`src/inc/ldo_regs_pkg.sv`:
```
// shared constants and types for the linear regulator control register bank
package ldo_regs_pkg;

    // register offsets on the serial control port
    localparam logic [7:0] ADDR_REG1_LEVEL = 8'h4c;
    localparam logic [7:0] ADDR_REG1_CTRL  = 8'h4d;
    localparam logic [7:0] ADDR_REG2_LEVEL = 8'h4f;
    localparam logic [7:0] ADDR_REG2_CTRL  = 8'h50;
    localparam logic [7:0] ADDR_REG3_LEVEL = 8'h52;
    localparam logic [7:0] ADDR_REG3_CTRL  = 8'h53;
    localparam logic [7:0] ADDR_PWR_CTRL0  = 8'h58;

    // control register field positions
    localparam int CTL_RUN_BIT    = 0;
    localparam int CTL_STBY_BIT   = 1;
    localparam int CTL_SLEEP_BIT  = 2;
    localparam int CTL_LPWR_BIT   = 3;
    localparam int CTL_SWITCH_BIT = 4;

    // power control field positions
    localparam int PWR_DLY_LSB    = 0;
    localparam int PWR_DLY_MSB    = 1;
    localparam int PWR_POL_BIT    = 2;

    // level field widths
    localparam int WIDE_LEVEL_W   = 5;
    localparam int NARROW_LEVEL_W = 4;
    localparam int NUM_REGS       = 3;

    // reset values
    localparam logic       CTL_BIT_RESET  = 1'b0;
    localparam logic [1:0] DLY_RESET      = 2'h1;
    localparam logic       POL_RESET      = 1'b0;
    localparam logic [1:0] DLY_CNT_RESET  = 2'h0;
    localparam logic [7:0] READ_ZERO      = 8'h00;

    // one regulator's software-visible state
    typedef struct packed {
        logic [4:0] level;
        logic       switch_mode;
        logic       low_power;
        logic       sleep_en;
        logic       standby_en;
        logic       run_en;
    } reg_ctrl_s;

    // one regulator's resolved drive towards the analog side
    typedef struct packed {
        logic [4:0] level;
        logic       on;
        logic       low_power;
        logic       switch_mode;
    } reg_drive_s;

endpackage

```
`src/hw/ldo_ctrl_regs.sv`:
```
// linear regulator control register bank with standby input conditioning
//
// Function
// - regulators one and three have five-bit level in bits 4:0, seeded from fuses
// - regulator two has four-bit level in bits 3:0, upper bits unused
// - control bit 0 enables the regulator, loaded at power-up, software may clear
// - control bit 1 keeps the regulator on in standby, resets to zero
// - control bit 2 keeps the regulator on in sleep, resets to zero
// - control bit 3 selects low-power operation during standby and sleep
// - bit 4 of regulators one and three selects load-switch mode, seeded from fuses
// - load-switch mode may go from zero to one, never back to zero
// - power control bits 1:0 set extra standby delay, reset value 01
// - power control bit 2 sets standby input polarity, zero means active high
`timescale 1ns/1ns
module ldo_ctrl_regs
    import ldo_regs_pkg::*;
(
    input  wire logic                  ref_clk,
    input  wire logic                  nrst,
    // byte-wide register port standing in for the serial host link
    input  wire logic [7:0]            reg_addr,
    input  wire logic [7:0]            reg_wdata,
    input  wire logic                  reg_wr,
    input  wire logic                  reg_rd,
    output logic      [7:0]            reg_rdata,
    // fuse seeds, taken once on the first edge after reset release
    input  wire logic [4:0]            fused_reg1_level,
    input  wire logic [3:0]            fused_reg2_level,
    input  wire logic [4:0]            fused_reg3_level,
    input  wire logic [2:0]            fused_run_enable,
    input  wire logic [1:0]            fused_switch_mode,
    // pins from outside this clock domain
    input  wire logic                  standby_pin,
    input  wire logic                  clk32k_pin,
    // sleep state from the power sequencer on this clock
    input  wire logic                  sleep_mode,
    // conditioned standby and per-regulator drive, all registered
    output logic                       standby_active,
    output reg_drive_s [NUM_REGS-1:0]  reg_drive
);

    ////////////////////////////////////////////////////////////////////////
    // register state
    // every register runs on every edge; there is no clock gating here

    // regulator fields and the power control bits
    reg_ctrl_s [NUM_REGS-1:0] ctl_r;
    reg_ctrl_s [NUM_REGS-1:0] ctl_nxt;
    logic [1:0]               dly_code_r;
    logic [1:0]               dly_code_nxt;
    logic                     pol_r;
    logic                     pol_nxt;
    // low until the fuse seeds have been taken
    logic                     fuse_loaded_r;
    logic                     fuse_loaded_nxt;
    // read data, held between read strobes
    logic [7:0]               rdata_r;
    logic [7:0]               rdata_nxt;

    // level field readback; regulator two carries only four bits
    function automatic logic [7:0] level_view(input reg_ctrl_s c, input logic narrow);
        logic [7:0] v;
        v = {3'h0, c.level};
        if (narrow) begin
            v = {4'h0, c.level[NARROW_LEVEL_W-1:0]};
        end
        return v;
    endfunction

    // control field readback; regulator two has no switch mode bit
    function automatic logic [7:0] ctrl_view(input reg_ctrl_s c, input logic narrow);
        logic [7:0] v;
        v = {3'h0, c.switch_mode & ~narrow, c.low_power, c.sleep_en, c.standby_en, c.run_en};
        return v;
    endfunction

    // writes, and a one-shot fuse load on the first edge after reset release
    // a write in the load cycle is dropped, so hosts wait one edge after reset
    always_comb begin
        ctl_nxt         = ctl_r;
        dly_code_nxt    = dly_code_r;
        pol_nxt         = pol_r;
        fuse_loaded_nxt = 1'b1;
        // regulator two has no switch seed; its switch bit stays zero
        if (!fuse_loaded_r) begin
            ctl_nxt[0].level       = fused_reg1_level;
            ctl_nxt[1].level       = {1'b0, fused_reg2_level};
            ctl_nxt[2].level       = fused_reg3_level;
            ctl_nxt[0].run_en      = fused_run_enable[0];
            ctl_nxt[1].run_en      = fused_run_enable[1];
            ctl_nxt[2].run_en      = fused_run_enable[2];
            ctl_nxt[0].switch_mode = fused_switch_mode[0];
            ctl_nxt[2].switch_mode = fused_switch_mode[1];
        end else if (reg_wr) begin
            if (reg_addr == ADDR_REG1_LEVEL) begin
                ctl_nxt[0].level = reg_wdata[WIDE_LEVEL_W-1:0];
            end else if (reg_addr == ADDR_REG2_LEVEL) begin
                ctl_nxt[1].level = {1'b0, reg_wdata[NARROW_LEVEL_W-1:0]};
            end else if (reg_addr == ADDR_REG3_LEVEL) begin
                ctl_nxt[2].level = reg_wdata[WIDE_LEVEL_W-1:0];
            end else if (reg_addr == ADDR_REG1_CTRL) begin
                ctl_nxt[0].run_en      = reg_wdata[CTL_RUN_BIT];
                ctl_nxt[0].standby_en  = reg_wdata[CTL_STBY_BIT];
                ctl_nxt[0].sleep_en    = reg_wdata[CTL_SLEEP_BIT];
                ctl_nxt[0].low_power   = reg_wdata[CTL_LPWR_BIT];
                ctl_nxt[0].switch_mode = ctl_r[0].switch_mode | reg_wdata[CTL_SWITCH_BIT];
            end else if (reg_addr == ADDR_REG2_CTRL) begin
                ctl_nxt[1].run_en      = reg_wdata[CTL_RUN_BIT];
                ctl_nxt[1].standby_en  = reg_wdata[CTL_STBY_BIT];
                ctl_nxt[1].sleep_en    = reg_wdata[CTL_SLEEP_BIT];
                ctl_nxt[1].low_power   = reg_wdata[CTL_LPWR_BIT];
            end else if (reg_addr == ADDR_REG3_CTRL) begin
                ctl_nxt[2].run_en      = reg_wdata[CTL_RUN_BIT];
                ctl_nxt[2].standby_en  = reg_wdata[CTL_STBY_BIT];
                ctl_nxt[2].sleep_en    = reg_wdata[CTL_SLEEP_BIT];
                ctl_nxt[2].low_power   = reg_wdata[CTL_LPWR_BIT];
                ctl_nxt[2].switch_mode = ctl_r[2].switch_mode | reg_wdata[CTL_SWITCH_BIT];
            end else if (reg_addr == ADDR_PWR_CTRL0) begin
                dly_code_nxt = reg_wdata[PWR_DLY_MSB:PWR_DLY_LSB];
                pol_nxt      = reg_wdata[PWR_POL_BIT];
            end
        end
    end

    // readback mux; unmapped offsets read zero
    // a read in the same cycle as a write returns the value before it
    always_comb begin
        rdata_nxt = rdata_r;
        if (reg_rd) begin
            if (reg_addr == ADDR_REG1_LEVEL) begin
                rdata_nxt = level_view(ctl_r[0], 1'b0);
            end else if (reg_addr == ADDR_REG2_LEVEL) begin
                rdata_nxt = level_view(ctl_r[1], 1'b1);
            end else if (reg_addr == ADDR_REG3_LEVEL) begin
                rdata_nxt = level_view(ctl_r[2], 1'b0);
            end else if (reg_addr == ADDR_REG1_CTRL) begin
                rdata_nxt = ctrl_view(ctl_r[0], 1'b0);
            end else if (reg_addr == ADDR_REG2_CTRL) begin
                rdata_nxt = ctrl_view(ctl_r[1], 1'b1);
            end else if (reg_addr == ADDR_REG3_CTRL) begin
                rdata_nxt = ctrl_view(ctl_r[2], 1'b0);
            end else if (reg_addr == ADDR_PWR_CTRL0) begin
                rdata_nxt = {5'h00, pol_r, dly_code_r};
            end else begin
                rdata_nxt = READ_ZERO;
            end
        end
    end

    // all control bits take zero at reset except the delay code, which takes 01; fuse seeds arrive one edge later
    always_ff @(posedge ref_clk or negedge nrst) begin
        if (!nrst) begin
            ctl_r         <= '0;
            dly_code_r    <= DLY_RESET;
            pol_r         <= POL_RESET;
            fuse_loaded_r <= 1'b0;
            rdata_r       <= READ_ZERO;
        end else begin
            ctl_r         <= ctl_nxt;
            dly_code_r    <= dly_code_nxt;
            pol_r         <= pol_nxt;
            fuse_loaded_r <= fuse_loaded_nxt;
            rdata_r       <= rdata_nxt;
        end
    end

    // read data stands until the next read strobe
    assign reg_rdata = rdata_r;

    ////////////////////////////////////////////////////////////////////////
    // pin synchronisers: a level counts once stages two and three agree
    // the slow clock is sampled as data, so its edges jitter by one ref cycle

    // three-stage samplers for the two outside pins
    logic [2:0] stby_sync_r;
    logic [2:0] stby_sync_nxt;
    logic [2:0] ck32_sync_r;
    logic [2:0] ck32_sync_nxt;
    // filtered levels and a one-cycle slow-clock strobe
    logic       stby_level_r;
    logic       stby_level_nxt;
    logic       ck32_level_r;
    logic       ck32_level_nxt;
    logic       tick32;

    // a pulse shorter than one ref cycle never changes the level
    always_comb begin
        stby_sync_nxt  = {stby_sync_r[1:0], standby_pin};
        ck32_sync_nxt  = {ck32_sync_r[1:0], clk32k_pin};
        stby_level_nxt = stby_level_r;
        ck32_level_nxt = ck32_level_r;
        if (stby_sync_r[1] == stby_sync_r[2]) begin
            stby_level_nxt = stby_sync_r[2];
        end
        if (ck32_sync_r[1] == ck32_sync_r[2]) begin
            ck32_level_nxt = ck32_sync_r[2];
        end
    end

    // a rising 32 kHz edge, seen once in the reference domain
    assign tick32 = ck32_level_nxt & ~ck32_level_r;

    // samplers start low; a pin already high after reset reads as a fresh change
    always_ff @(posedge ref_clk or negedge nrst) begin
        if (!nrst) begin
            stby_sync_r  <= 3'h0;
            ck32_sync_r  <= 3'h0;
            stby_level_r <= 1'b0;
            ck32_level_r <= 1'b0;
        end else begin
            stby_sync_r  <= stby_sync_nxt;
            ck32_sync_r  <= ck32_sync_nxt;
            stby_level_r <= stby_level_nxt;
            ck32_level_r <= ck32_level_nxt;
        end
    end

    ////////////////////////////////////////////////////////////////////////
    // polarity and extra delay on the standby request
    // a request that returns before the delay ends is never passed on

    // request after polarity, the passed-on state and the tick count
    logic       stby_req;
    logic       stby_out_r;
    logic       stby_out_nxt;
    logic [1:0] dly_cnt_r;
    logic [1:0] dly_cnt_nxt;

    assign stby_req = stby_level_r ^ pol_r;

    // a change must persist for code ticks before it is passed on
    always_comb begin
        stby_out_nxt = stby_out_r;
        dly_cnt_nxt  = DLY_CNT_RESET;
        if (stby_req != stby_out_r) begin
            if (dly_code_r == 2'h0) begin
                stby_out_nxt = stby_req;
            end else if (tick32) begin
                if (dly_cnt_r + 2'h1 >= dly_code_r) begin
                    stby_out_nxt = stby_req;
                end else begin
                    dly_cnt_nxt = dly_cnt_r + 2'h1;
                end
            end else begin
                dly_cnt_nxt = dly_cnt_r;
            end
        end
    end

    // the count is zero whenever request and output agree, so a bounce restarts it
    always_ff @(posedge ref_clk or negedge nrst) begin
        if (!nrst) begin
            stby_out_r <= 1'b0;
            dly_cnt_r  <= DLY_CNT_RESET;
        end else begin
            stby_out_r <= stby_out_nxt;
            dly_cnt_r  <= dly_cnt_nxt;
        end
    end

    // with code zero the path costs one edge once the level has settled
    assign standby_active = stby_out_r;

    ////////////////////////////////////////////////////////////////////////
    // resolved drive per regulator, registered

    // one resolved drive word per regulator
    reg_drive_s [NUM_REGS-1:0] drive_r;
    reg_drive_s [NUM_REGS-1:0] drive_nxt;

    // sleep outranks standby; low power applies only in either low state
    // a regulator with its run bit clear stays off in every state
    generate
        for (genvar i = 0; i < NUM_REGS; i++) begin : g_drive
            always_comb begin
                drive_nxt[i].level       = ctl_r[i].level;
                drive_nxt[i].switch_mode = ctl_r[i].switch_mode;
                drive_nxt[i].low_power   = ctl_r[i].low_power & (sleep_mode | stby_out_r);
                if (sleep_mode) begin
                    drive_nxt[i].on = ctl_r[i].run_en & ctl_r[i].sleep_en;
                end else if (stby_out_r) begin
                    drive_nxt[i].on = ctl_r[i].run_en & ctl_r[i].standby_en;
                end else begin
                    drive_nxt[i].on = ctl_r[i].run_en;
                end
            end
        end
    endgenerate

    // drive follows its register or mode input one edge later
    always_ff @(posedge ref_clk or negedge nrst) begin
        if (!nrst) begin
            drive_r <= '0;
        end else begin
            drive_r <= drive_nxt;
        end
    end

    // nothing reaches the analog side until reset is released
    assign reg_drive = drive_r;

endmodule

```
`config.mk`:
```
export PLATFORM = sky130hd
export DESIGN_NAME = ldo_ctrl_regs
export DESIGN_NICKNAME = d
export VERILOG_FILES = /design/src/inc/ldo_regs_pkg.sv /design/src/hw/ldo_ctrl_regs.sv
export SDC_FILE = /design/constraint.sdc
export NUM_CORES = 1
export LEC_CHECK = 0
export BUFFER_PORTS_ARGS = -buffer_cell sky130_fd_sc_hd__buf_4
export CORE_ASPECT_RATIO = 2
export CORE_MARGIN = 4
export CORE_UTILIZATION = 50
export CTS_BUF_LIST = sky130_fd_sc_hd__clkbuf_8 sky130_fd_sc_hd__clkbuf_16
export DETAILED_ROUTE_END_ITERATION = 16
export PLACE_DENSITY = 0.75
export SLEW_MARGIN = 20
export SYNTH_ARGS = -nofsm -noshare
export SYNTH_HDL_FRONTEND = slang
export SYNTH_SLANG_ARGS = --single-unit
export TNS_END_PERCENT = 1
```
`constraint.sdc`:
```
create_clock -name ref_clk -period 2 [get_ports ref_clk]
set_input_delay 0.4 -clock ref_clk [delete_from_list [all_inputs] [get_ports ref_clk]]
set_output_delay 0.4 -clock ref_clk [all_outputs]
set_load 0.05 [all_outputs]
```
Yosys cells after proc, flatten, opt, wreduce, memory -nomap -nowiden:

Cells that the tools add are included.

* add/sub/neg operators: 1
* magnitude comparators: 1
* equality and inequality tests: 23
* mux-type cells: 45
* bitwise gates (word level): 21
* reduce and logical (&&, ||, !) cells: 14

Operator list (count)
* $mux 5: 17
* $eq 8x7->1 const B: 7
* $mux 15: 2
* $mux 1: 16
* $reduce_and 7->1: 2
* $mux 6: 2
* $ne 2x1->1 const B: 6
* $ne 2x2->1 const B: 6
* $reduce_and 6->1: 2
* $mux 11: 1
* $and 1x1->1: 10
* $mux 10: 1
* $reduce_and 9->1: 1
* $mux 2: 4
* $reduce_and 8->1: 1
* $mux 7: 1
* $not 1->1: 7
* $reduce_and 3->1: 2
* $reduce_and 5->1: 1
* $reduce_and 4->1: 1
* $reduce_bool 2->1: 2
* $mux 3: 1
* $ne 3x2->1 const B: 1
* $or 1x1->1: 3
* 7 further kinds: 8

* register bits after elaboration: 75

Longest topological paths before layout:

Gate-level depths: netlist (run 1).

* word-level depth: 9
* depth in mapped cells: 6

Worst setup path before layout (run 1):

No wires, ideal clock.

* kind: input -> register
* start: input port reg_addr[5]
* end: register ctl_r[11] (netlist bit)
* library setup time: 125 ps
* arrival time: 1691 ps
* slack: 184 ps
* cell stages on the path: 4
* cells stage by stage: or3b_4 > nor3_4 > and3_4 > mux2_4

* cells in the longest elaborated chain, start to end: 3

RTL lines
* start: declaration: RTL line ldo_ctrl_regs.sv:21 `input wire logic [7:0] reg_addr,`
* $eq 8x7->1, on equally long branches
* $not 1->1 (no line)
* $reduce_and 7->1 (no line) *
* end signal: assignment: RTL line ldo_ctrl_regs.sv:159 `ctl_r <= ctl_nxt;`
* end: declaration: RTL line ldo_ctrl_regs.sv:47 `reg_ctrl_s [NUM_REGS-1:0] ctl_r;`

Every way passes the cells marked *; elsewhere a longest branch is shown, timed or not.
A chain may end at the register's enable or synchronous reset.

Final worst setup path (run 1):

* start: register dly_code_r[0]
* end: register dly_cnt_r[1]

* cells in the longest elaborated chain, start to end: 5

RTL lines
* start: declaration: RTL line ldo_ctrl_regs.sv:49 `logic [1:0] dly_code_r;`
* start signal: assignment: RTL line ldo_ctrl_regs.sv:160 `dly_code_r <= dly_code_nxt;`
* $ge 2x2->1: RTL line ldo_ctrl_regs.sv:239 `if (dly_cnt_r + 2'h1 >= dly_code_r) begin`
* $mux 2: RTL line ldo_ctrl_regs.sv:239
* $mux 2: RTL line ldo_ctrl_regs.sv:238 `end else if (tick32) begin`
* $mux 2: RTL line ldo_ctrl_regs.sv:236 `if (dly_code_r == 2'h0) begin`
* $mux 2: RTL line ldo_ctrl_regs.sv:235 `if (stby_req != stby_out_r) begin`
* end signal: assignment: RTL line ldo_ctrl_regs.sv:257 `dly_cnt_r <= dly_cnt_nxt;`
* end: declaration: RTL line ldo_ctrl_regs.sv:226 `logic [1:0] dly_cnt_r;`

Parallel ways exist; a longest one is shown, timed or not. The select of a mux whose other input is x is not followed.

==> results of run 1 <==
-- sequential cells by signal, summed over array words and instances, names as in the netlist --
signal / count
stby_sync_r: 3
reg_drive: 22
pol_r: 1
fuse_loaded_r: 1
ck32_sync_r: 3
reg_rdata: 5
dly_code_r: 2
dly_cnt_r: 2
ctl_r: 28
ck32_level_r: 1
stby_level_r: 1
standby_active: 1
-- synthesized netlist by cell type, types with 2 or more instances --
cell                        n  share of area [%]
sky130_fd_sc_hd__buf_2      4               0.64
sky130_fd_sc_hd__dfrtp_1   69                 56
sky130_fd_sc_hd__and3_1     4               0.80
sky130_fd_sc_hd__a21oi_1   11                1.8
sky130_fd_sc_hd__and3_4     2               0.72
sky130_fd_sc_hd__inv_1     15                1.8
sky130_fd_sc_hd__mux2_2     9                3.3
sky130_fd_sc_hd__o21ai_0    7                1.1
sky130_fd_sc_hd__a22oi_1    5                1.2
sky130_fd_sc_hd__nand3b_1   3               0.72
sky130_fd_sc_hd__a31o_2     2               0.56
sky130_fd_sc_hd__a221o_1    8                2.6
sky130_fd_sc_hd__ha_1       2               0.80
sky130_fd_sc_hd__xor2_1     2               0.56
sky130_fd_sc_hd__a41oi_1    2               0.56
sky130_fd_sc_hd__nor2b_1   13                2.6
sky130_fd_sc_hd__a31oi_1    5                1.0
sky130_fd_sc_hd__buf_4      5                1.2
sky130_fd_sc_hd__a32oi_1    2               0.56
sky130_fd_sc_hd__o221ai_1   2               0.56
sky130_fd_sc_hd__conb_1     2               0.24
sky130_fd_sc_hd__o211ai_1   2               0.48
sky130_fd_sc_hd__buf_1      2               0.24
sky130_fd_sc_hd__mux2i_1   13                4.2
sky130_fd_sc_hd__o22a_1     3               0.85
sky130_fd_sc_hd__and2_1     2               0.40
sky130_fd_sc_hd__o31ai_1    2               0.48
sky130_fd_sc_hd__nand4_1    2               0.40
sky130_fd_sc_hd__clkbuf_1   4               0.48
sky130_fd_sc_hd__mux2_4     6                2.9
sky130_fd_sc_hd__nor2_1    16                1.9
sky130_fd_sc_hd__maj3_1     2               0.64
sky130_fd_sc_hd__nand2b_1   3               0.60
sky130_fd_sc_hd__o22ai_1    7                1.4
sky130_fd_sc_hd__nand2_1    9                1.1
-- final cells by class --
type,instances,share of cell area [%]
tap,63,1.977
inverter,15,1.412
sequential,70,43.97
timing repair buffer,74,14.56
clock buffer,13,7.031
clock inverter,2,0.1883
multi-input combinational,164,30.85
-- per-layer routing --
metal	up-vias	track usage [%]
li1	1073	-
met1	1140	22.13
met2	76	36.74
met3	17	5.056
met4	0	11.23
met5	-	0
-- cell families (layout without fill, tap and decap cells) --
| logic type | after synthesis | count (layout) | synth area share (%) |
|---|---|---|---|
| adder cells (fa/ha/maj) | 4 | 4 | 1.449 |
| multiplexers | 28 | 28 | 10.34 |
| XOR/XNOR | 3 | 3 | 0.8452 |
| flip-flops | 70 | 70 | 56.38 |
| other | 2 | 6 | 0.2415 |
| AND/OR/NAND/NOR | 61 | 61 | 11.35 |
| buffers and inverters | 31 | 104 | 4.748 |
| AO/OA/AOI/OAI | 62 | 62 | 14.65 |
-- per-stage QoR --
stage	setup WS [ns]	std cells	utilization [%]	hold slack, ns
2_1_floorplan	0.1835	265	-	0.1044
3_3_place_gp	0.08393	386	61.48	0.3352
3_5_place_dp	0.06850	386	61.48	0.3413
4_1_cts	0.02925	401	66.27	0.006277
5_1_grt	0.1014	401	66.38	0.02671
6_report	0.1970	401	66.38	0.0002753
-- final timing paths --
kind	startpoint	end
max in group asynchronous	nrst	dly_code_r[0]
max reg2reg	dly_code_r[0]	dly_cnt_r[1]
min in group ref_clk	clk32k_pin	ck32_sync_r[0]
min reg2reg	stby_sync_r[0]	stby_sync_r[1]
max	dly_code_r[0]	dly_cnt_r[1]
min	nrst	reg_drive[17]
-- what timing repair did --
item,4_1_cts,5_1_grt
setup endpoints to repair,0,2
resized for setup,0,2
setup buffers,0,0
-- critical path, stage by stage (launching register included) --
cell,delay (ns)
sky130_fd_sc_hd__dfstp_2,0.55
sky130_fd_sc_hd__ha_1,0.23
sky130_fd_sc_hd__nand2b_1,0.18
sky130_fd_sc_hd__a2111oi_2,0.42
sky130_fd_sc_hd__nand3b_1,0.13
sky130_fd_sc_hd__a31oi_1,0.20
-- report_power, final --
group,switching (mW),internal [mW],total (mW)
combinational,0.331,0.193,0.524
sequential,0.0615,1.51,1.57
clock,0.537,0.957,1.49
==> impl_metrics.toml, run 1 <==
[drt]
antenna_violating_nets_post_route = 0
post_drt_wl_per_cell_um = 18.45
detail_route.iter0.violations = 115
dr_wl_met2_um = 4220
dr.max_layer_used = "met4"
postRouteWirelength_um = 7399
wl_met3_um = 341
met1Wirelength_um = 2599
drt-pass1-iter-count = 4
drc = 0
routed_via_density = 5.751
route.vias.total = 2306

[final_layout]
nNetsFinal = 378
drive_above_1_share_pct = 33.43
final_area_um2 = 3986
register_area_um2 = 1753
mostFrequentLayoutCell = "sky130_fd_sc_hd__buf_4"
layout.cells.most_common_list = "sky130_fd_sc_hd__buf_4, sky130_fd_sc_hd__dfrtp_1, sky130_fd_sc_hd__inv_1"
syn2layout_area_growth_pct = 28.21
fillCellCount = 473
antenna_cells = 0
multi_input_comb_area_um2 = 1230

[die]
die_height_um = 119.5
core_um2 = 6006
io_pins = 75
chipWidth_um = 63.76
floorplan.initialDensity_pct = 51.77
core.rowCount = 40
die_area_um2 = 7621

[yosys]
post_synthesis_cell_area_um2 = 3109
count_of_cell_types_in_the_netlist = 49
ys_warn_count = 0
netlist_instances = 261
synth.avg_cell_area_um2 = 11.91
async_s_r_ff_share_synth_pct = 100.0
synth_register_bits = 70
synth-seq-area-share_pct = 56.38
synth_edf_count = 0
yosys_most_used_dff = "sky130_fd_sc_hd__dfrtp_1"

[worst_setup_path]
critical_path.endpoint_type = "flip-flop"
timing.critical_path.from_type = "flip-flop"
setup.reg_to_reg.worst_slack_ns = 0.20
timing.setup.critical_path_class = "reg -> reg"
wp_data_arrival_ns = 2.05
worst-r2r-cell-count = 5
required_ns = 2.24
timing.critical_path.fanout_max = 4

[placed_design]
gp_congestion = 0.9520
detailedPlacementHpwl_um = 5588
buffer_ports.inserted = 66
dpl_cell_area_um2 = 3692

[clock_network]
cts_hold_buf = 0
tritoncts_num_sinks = 70
clock_tree.root_cell = "sky130_fd_sc_hd__clkbuf_16"
clkLatencyLatePin_ns = 0.33
cts_inserted_buffers = 9
clock_path_buffers = 2
h_tree_levels = 3
tritoncts_clock_tree = "yes"
worst_setup_hold_path_clk_slew_ns = 0.05

[global_route]
grt_antenna_before_repair = 0
global_route_wire_length_before_repair_um = 11940
globalRouteTotalUtil_pct = 20.75
first_global_vias = 2457
grt_max_degree = 41
overflow = 0

[run_status]
status = "completed"

[sta]
grt_setup_unrepaired = "false"
setup_viol_count_final = 0
timing.final.crit_period_ns = 1.803
report.final.hold_viol_count = 0
aggregate_negative_setup_slack_ns = 0
final-max-slew-violation-count = 0
finalClockSkew_ns = 0.004393
achievable-frequency_mhz = 554.6
timing.final.crit_share_pct = 90.15

[min_path]
hp-class = "in -> async"

[power_and_ir_drop]
power.ir.vdd_worst_v = 0.0006272
design_power_total_mw = 3.590
pwr_density_nw_per_um2 = 900.6
power.static_leakage_nw = 1.897

[job]
max_cap_viol_count = 0
Power figures use the tool's default switching activity.
==> run 2: changes to the inputs <==
--- a/config.mk
+++ b/config.mk
@@ -8,10 +8,10 @@
 export BUFFER_PORTS_ARGS = -buffer_cell sky130_fd_sc_hd__buf_4
 export CORE_ASPECT_RATIO = 2
 export CORE_MARGIN = 4
-export CORE_UTILIZATION = 50
+export CORE_UTILIZATION = 48
 export CTS_BUF_LIST = sky130_fd_sc_hd__clkbuf_8 sky130_fd_sc_hd__clkbuf_16
 export DETAILED_ROUTE_END_ITERATION = 16
-export PLACE_DENSITY = 0.75
+export PLACE_DENSITY = 0.76
 export SLEW_MARGIN = 20
 export SYNTH_ARGS = -nofsm -noshare
 export SYNTH_HDL_FRONTEND = slang
==> constraint.sdc (replaced) <==
create_clock -name ref_clk -period 1.6 [get_ports ref_clk]
set_input_delay 0.32 -clock ref_clk [delete_from_list [all_inputs] [get_ports ref_clk]]
set_output_delay 0.32 -clock ref_clk [all_outputs]
set_load 0.05 [all_outputs]
==> run 2 against run 1 <==
Against the previous run: the flow now finishes with violations (setup timing); routed wire length grew 8.0%; die area grew 3.8%; power rose by 25%; utilization fell by 0.18 points; non-clock buffer count is 16 higher; final area is 4.8% higher; critical path type unchanged; critical endpoint unchanged; largest cell class unchanged; highest routed layer unchanged.
==> impl_metrics.toml, run 2 (synthesis gave the netlist of run 1 again) <==
[worst_setup_path]
critical_path_cell_count = 5
sequence_of_cells_on_the_critical_path = "ha_4 -> nand2b_4 -> a2111oi_4 -> nand3b_1 -> a31oi_1"
critical_path.endpoint_type = "flip-flop"
timing.critical_path.from_type = "flip-flop"
crit_path_max_incr_delay_ns = 0.56
critPathTopFamily = "compound AO/OA/AOI/OAI gates"
timing.rr.end = "dly_cnt_r[1]"
slowest_stage = "sky130_fd_sc_hd__dfstp_2"
worst-r2r-cell-count = 5
required_ns = 1.85
crit_end = "dly_cnt_r[1]"
timing.critical_path.fanout_max = 2
timing.setup.critical_path_class = "reg -> reg"
setup.reg_to_reg.worst_slack_ns = -0.17
wp_data_arrival_ns = 2.01
critical_path.n_buffers_inverters = 0
critical_path_launch_point = "dly_code_r[0]"
r2r_start = "dly_code_r[0]"

[sta]
timing.final.crit_period_ns = 1.767
timing.final.crit_share_pct = 110.5
final-max-slew-violation-count = 0
final.setup.worst_slack_ns = -0.1672
setup_viol_count_final = 3
finalClockSkew_ns = 0.003747
grt_setup_unrepaired = "true"
worst_hold_slack_ns = 0.09722
report.final.hold_viol_count = 0
achievable-frequency_mhz = 565.9

[global_route]
overflow = 0
global_route_wire_length_before_repair_um = 12690
grt_antenna_before_repair = 0
globalRouteTotalUtil_pct = 21.61
grt_max_degree = 33
first_global_vias = 2539

[drt]
drt-pass1-iter-count = 4
route.vias.total = 2366
detail_route.iter0.violations = 106
antenna_violating_nets_post_route = 0
routed_via_density = 5.365
postRouteWirelength_um = 7990
post_drt_wl_per_cell_um = 18.12
drc = 0

[final_layout]
mostFrequentLayoutCell = "sky130_fd_sc_hd__buf_4"
layout.cells.most_common_list = "sky130_fd_sc_hd__buf_4, sky130_fd_sc_hd__dfrtp_1, sky130_fd_sc_hd__inv_1"
antenna_cells = 0
largest_reg_flops = 28
count_of_placed_standard_cells_in_the_final_layout_fillers_left_out = 441
syn2layout_area_growth_pct = 34.33
nNetsFinal = 394
drive_above_1_share_pct = 37.18
register_bank_with_the_most_flops = "ctl_r"

[die]
core.rowCount = 41
core_um2 = 6310
io_pins = 75
chipWidth_um = 64.91
die_area_um2 = 7907
die_height_um = 121.8
floorplan.initialDensity_pct = 49.28

[power_and_ir_drop]
pwr_density_nw_per_um2 = 1073
power.ir.vdd_worst_v = 0.0007868
power.static_leakage_nw = 1.978
design_power_total_mw = 4.482

[run_status]
violated_checks = "setup timing"
status = "finished with violations"

[clock_network]
clock_path_buffers = 2
clock_tree.root_cell = "sky130_fd_sc_hd__clkbuf_16"
h_tree_levels = 3
cts_inserted_buffers = 9
tritoncts_clock_tree = "yes"
worst_setup_hold_path_clk_slew_ns = 0.05
clkLatencyLatePin_ns = 0.33
tritoncts_num_sinks = 70

[placed_design]
detailedPlacementHpwl_um = 5805
buffer_ports.inserted = 66
dp_cells = 422
gp_congestion = 0.9070

[job]
max_cap_viol_count = 0

[min_path]
hp-class = "in -> reg"
## run 2: final cells by class
class | instances | area (um^2)
flip-flops and latches | 70 | 1753
inverters | 15 | 56.30
repair buffers | 90 | 690.7
well taps | 86 | 107.6
clock inverters | 4 | 15.01
multi-input cells | 164 | 1287
fillers | 501 | 2133
clock buffers | 12 | 266.5
## run 2: worst min-delay path by stage
| stage | from | end | slack (ns) | cells past startpoint |
|---|---|---|---|---|
| finish | clk32k_pin | ck32_sync_r[0] | 0.1 | 1 |
| global route | clk32k_pin | ck32_sync_r[0] | 0.09 | 1 |
| CTS | clk32k_pin | ck32_sync_r[0] | 0.09 | 1 |
| detailed placement | nrst | ck32_sync_r[2] | 0.20 | 1 |
| global placement | nrst | ck32_level_r | 0.20 | 1 |
| floorplan | nrst | ck32_level_r | 0.02 | 0 |
## run 2: repair_timing
action	CTS	global route
pin swaps	5	5
hold buffers	1	0
hold endpoints to repair	14	0
buffers inserted	2	0
gates resized for setup	4	5
setup endpoints to repair	3	3
## run 2: routing by layer
metal  routed length (um)  global-route usage [%]  share of wire, %  vias up
met1                 2865                   23.41                36     1155
met4                  280                   10.60               3.5        0
met5                    0                       0                 0        -
li1                     -                       -                 -     1111
met2                 4553                   38.68                57       76
met3                  291                   4.889               3.6       24
## run 2: worst register-to-register path, delay by kind of cell (launching register included)
family | cells | cell delay [ns]
AO/OA/AOI/OAI | 2 | 0.61
AND/OR/NAND/NOR | 2 | 0.31
flip-flops | 1 | 0.56
adder cells (fa/ha/maj) | 1 | 0.21
## run 2: power breakdown
| part | switching, mW | total [mW] | internal, mW |
|---|---|---|---|
| registers | 0.0771 | 1.97 | 1.89 |
| logic | 0.428 | 0.686 | 0.259 |
| clock network | 0.678 | 1.83 | 1.15 |
| total | 1.18 | 4.48 | 3.30 |
## run 2: through the flow
step | TNS (ns) | setup WS, ns | util, % | cell area, um^2
after floorplan | -1.103 | -0.1365 | - | 3124
after global placement | -3.313 | -0.2200 | 60.32 | 3806
after detailed placement | -4.252 | -0.3695 | 60.32 | 3806
after CTS | -0.2107 | -0.1012 | 65.56 | 4136
after global routing | -0.3988 | -0.1862 | 66.19 | 4177
final | -0.3426 | -0.1672 | 66.19 | 4177
